--- config.mk ---
export PLATFORM = sky130hd
export DESIGN_NAME = prbs_step
export DESIGN_NICKNAME = d
export VERILOG_FILES = /design/src/hw/prbs_step.sv
export VERILOG_INCLUDE_DIRS = /design/src /design/src/hw
export SDC_FILE = /design/constraint.sdc
export NUM_CORES = 1
export LEC_CHECK = 0
export ABC_AREA = 1
export BUFFER_PORTS_ARGS = -buffer_cell sky130_fd_sc_hd__buf_2
export CAP_MARGIN = 10
export CORE_AREA = 2 2 67 69
export DETAILED_ROUTE_END_ITERATION = 12
export DIE_AREA = 0 0 69 71
export PLACE_DENSITY_LB_ADDON = 0.15
export REMOVE_ABC_BUFFERS = 1
export SETUP_SLACK_MARGIN = 0.15
export SLEW_MARGIN = 20
export SYNTH_ARGS = -nofsm -noshare
export SYNTH_HDL_FRONTEND = slang
export SYNTH_SLANG_ARGS = --single-unit
export TNS_END_PERCENT = 100
--- constraint.sdc ---
create_clock -name vclk -period 3.56
set_input_delay 0.178 -clock vclk [all_inputs]
set_output_delay 0.178 -clock vclk [all_outputs]
set_load 0.02 [all_outputs]
--- src/hw/lane_test_consts.svh ---
/*
  Constants for the lane self-test block: select codes, LFSR taps,
  seed, checker hold-off and the compliance pattern.
  Assumes it is included by bare name from the design files.
*/
`ifndef LANE_TEST_CONSTS_SVH
`define LANE_TEST_CONSTS_SVH

// Select codes shared by generator and checker
`define SEL_OFF     3'h0
`define SEL_PRBS7   3'h1
`define SEL_PRBS15  3'h2
`define SEL_PRBS23  3'h3
`define SEL_PRBS31  3'h4
`define SEL_COMPL   3'h5
`define SEL_SQ2     3'h6
`define SEL_SQW     3'h7

// Feedback tap pairs (bit indices into the history register)
`define TAP7_A      6
`define TAP7_B      5
`define TAP15_A     14
`define TAP15_B     13
`define TAP23_A     22
`define TAP23_B     17
`define TAP31_A     30
`define TAP31_B     27

// Generator seed; all ones avoids the all-zero lock-up state
`define PRBS_SEED   31'h7FFFFFFF

// Words to hold off error reports after a checker select change
`define CHK_HOLDOFF 2'h3

// Compliance pattern, first bit on the line at bit 0
`define COMPL_PAT   40'hAAA835557C
`define COMPL_HALF  20
`define COMPL_FULL  40

`endif

--- src/hw/prbs_step.sv ---
/*
  One word step of a pseudo-random shift register, shared by generator
  and checker. Assumes bit 0 of a word is the first bit on the line and
  that sel_i carries one of the select codes.
*/
`timescale 1ns/1ns
`include "lane_test_consts.svh"

module prbs_step #(
  parameter int W = 20
) (
  // History and mode
  input  wire logic [30:0]  state_i,
  input  wire logic [2:0]   sel_i,
  // Feed received bits instead of feedback
  input  wire logic         use_ref_i,
  input  wire logic [W-1:0] ref_i,
  // Result
  output logic      [W-1:0] bits_o,
  output logic      [30:0]  state_o
);

  // Serial recurrence unrolled over the word
  always_comb
  begin
    logic [30:0] s;
    logic        fb;
    s      = state_i;
    fb     = 1'b0;
    bits_o = '0;
    for (int i = 0; i < W; i++)
    begin
      case (sel_i)
        `SEL_PRBS7:  fb = s[`TAP7_A] ^ s[`TAP7_B];
        `SEL_PRBS15: fb = s[`TAP15_A] ^ s[`TAP15_B];
        `SEL_PRBS23: fb = s[`TAP23_A] ^ s[`TAP23_B];
        `SEL_PRBS31: fb = s[`TAP31_A] ^ s[`TAP31_B];
        default:     fb = 1'b0;
      endcase
      bits_o[i] = fb;
      s = {s[29:0], use_ref_i ? ref_i[i] : fb};
    end
    state_o = s;
  end

endmodule : prbs_step
==> flow_metrics.py <==
metrics = {
    "outcome": {
        "outcome": "completed",
    },
    "drt": {
        "via_per_inst": 5.01,
        "wirelength_um": 6340,
        "drt_iter0_drc": 165,
        "vias": 2473,
        "ant_nets": 0,
        "detail_route.wl_per_cell_um": 12.8,
        "drc": 0,
        "dr.pass1.iters": 4,
    },
    "placed_design": {
        "portBuffers": 106,
        "placed_cells": 494,
        "place_hpwl_um": 5260,
        "gp_congestion": 0.943,
    },
    "grt": {
        "grt_pass1_vias": 2272,
        "grt_max_degree": 20,
        "grt_overflow": 0,
        "antenna_found_initial": 0,
        "grt_pass1_wl_um": 10600,
        "track_usage": 0.255,
    },
    "cts": {
        "post_cts_buffers": 0,
        "cts_hold_buf": 0,
        "cts_resized": 0,
    },
    "die": {
        "ioPinCount": 106,
        "core_um2": 4200,
        "die_area_um2": 4900,
        "die_h_um": 71,
        "die_width_um": 69,
        "initial_core_util": 0.437,
        "rows": 24,
    },
    "worst_setup_path": {
        "slowest_stage": "nor2_4",
        "cpMostUsedCell": "nand2_2",
        "path_max_fanout": 17,
        "critPathLaunchType": "primary input",
        "required_ns": 3.38,
        "worstPathArrival_ns": 2.48,
        "cp_slowest_stage_delay_ns": 0.39,
        "crit_type": "primary input to output pin",
        "end_kind": "output pin",
    },
    "layout": {
        "nets": 499,
        "nFillCells": 490,
        "synthToLayoutAreaGrowth_pct": 26.2,
        "stdcell_count": 494,
        "clkbuf_count": 0,
        "regArea_um2": 0,
        "seq_cell_count": 0,
        "postLayoutCoreUtil": 0.551,
        "drive_above_1_share": 0.378,
        "antenna-diode-count": 0,
    },
    "timing": {
        "finalCritPeriodShare": 0.746,
        "tightest_slew_ns": 0.540,
        "maxSlewViolCount": 0,
        "fin_setup_tns_ns": 0,
        "fin_crit_ns": 2.65,
        "setup_viol": 0,
        "slew_headroom": 0.638,
        "rsz0062_at_grt": "false",
        "max_freq_ghz": 0.377,
        "finalHoldViolations": 0,
        "timing.hold.ws_ns": 0.657,
    },
    "synth": {
        "syn_inst": 356,
        "synth_area_leaders": "nand2_1, xor2_1, nand3_2",
        "synth_top_area_frac": 0.299,
        "synthesis.area_um2": 1840,
        "synth_cell_type_count": 29,
        "syn-mean-instance-area_um2": 5.16,
        "yosys_warnings": 0,
        "yosysTopAreaCell": "nand2_1",
        "yosysSeqAreaShare": 0,
    },
    "power_and_ir_drop": {
        "pwr-share-seq": 0,
        "p_comb_frac": 1.000,
        "power.share.switching": 0.653,
        "peakVddDrop_v": 0.0000851,
        "p_int_uw": 135,
        "leakage_uw": 0.00144,
        "switchingPower_uw": 255,
        "pwr-share-clk": 0,
        "cellPowerDensity_nw_per_um2": 168,
    },
    "hold_path": {
        "hold_class": "primary input to output pin",
    },
    "run": {
        "maxCapViolations": 0,
    },
}
## cell type report
type,count,area [um2],share of cell area
inverter,36,135,0.0583
multi-input combinational,295,1550,0.668
tap,52,65.1,0.0281
timing repair buffer,111,568,0.245
## metrics by stage
step	worst slack, ns	total power [uW]	area, um2
floorplan	0.917	232	1680
global placement	0.960	386	2320
detailed placement	0.925	388	2320
CTS	0.920	389	2320
global route	0.604	432	2320
finish	0.905	390	2320
## cell usage after synthesis
master / instances
a21oi_1: 12
inv_2: 6
buf_4: 13
nor2_2: 4
a221oi_1: 2
nand2_4: 1
buf_2: 7
buf_1: 2
xnor2_1: 8
nand2_1: 146
nand2_2: 14
nor2_4: 1
inv_1: 30
a22oi_1: 2
clkbuf_1: 3
nand3_1: 23
o21ai_0: 4
o21bai_2: 1
or2_2: 13
nor2_1: 15
a311oi_1: 1
nand3_2: 12
o21ai_2: 4
xor2_1: 19
nor3_1: 2
a31oi_1: 2
a211oi_1: 1
a32oi_1: 5
o21ai_1: 3
## cell usage in the layout, fill, tap and decap left out, drive strengths merged
master / synthesis / layout
a211oi: 1 / 1
a21oi: 12 / 12
a221oi: 2 / 2
a22oi: 2 / 2
a311oi: 1 / 1
a31oi: 2 / 2
a32oi: 5 / 5
buf: 22 / 111
inv: 36 / 36
nand2: 161 / 161
nand3: 35 / 35
nor2: 20 / 20
nor3: 2 / 2
o21ai: 11 / 11
o21bai: 1 / 1
or2: 13 / 13
xnor2: 8 / 8
xor2: 19 / 19
## power by group through the flow
| stage | Clock (uW) | Combinational, uW | Sequential (uW) |
|---|---|---|---|
| after floorplan | 0 | 232 | 0 |
| after global placement | 0 | 386 | 0 |
| after detailed placement | 0 | 388 | 0 |
| after CTS | 0 | 389 | 0 |
| after global routing | 0 | 432 | 0 |
| final | 0 | 390 | 0 |
## path summary, 6_finish.rpt
kind                  cells past startpoint       start  slack, ns     endpoint
worst max-delay path                     25    sel_i[2]       0.91   state_o[0]
worst min-delay path                      2  state_i[5]       0.66  state_o[25]
## cell families (layout without fill, tap and decap cells)
family                    after synthesis  in the layout  share of synthesized area
and+or+nand+nor                       231            231                      0.581
buffers and inverters                  61            147                      0.156
AOI/OAI and AO/OA                      37             37                      0.134
xor gates and xnor gates               27             27                      0.129
## critical path, delay by kind of cell
| kind | cells | cell delay [ns] |
|---|---|---|
| AND/OR/NAND/NOR | 21 | 1.89 |
| buffers and inverters | 4 | 0.41 |
## per-layer routing
metal,global-route usage,share of wire
met5,0,0
met4,0.0218,0.0035
met3,0.0256,0.071
met2,0.451,0.47
met1,0.350,0.45
(Power assumes the default switching activity.)
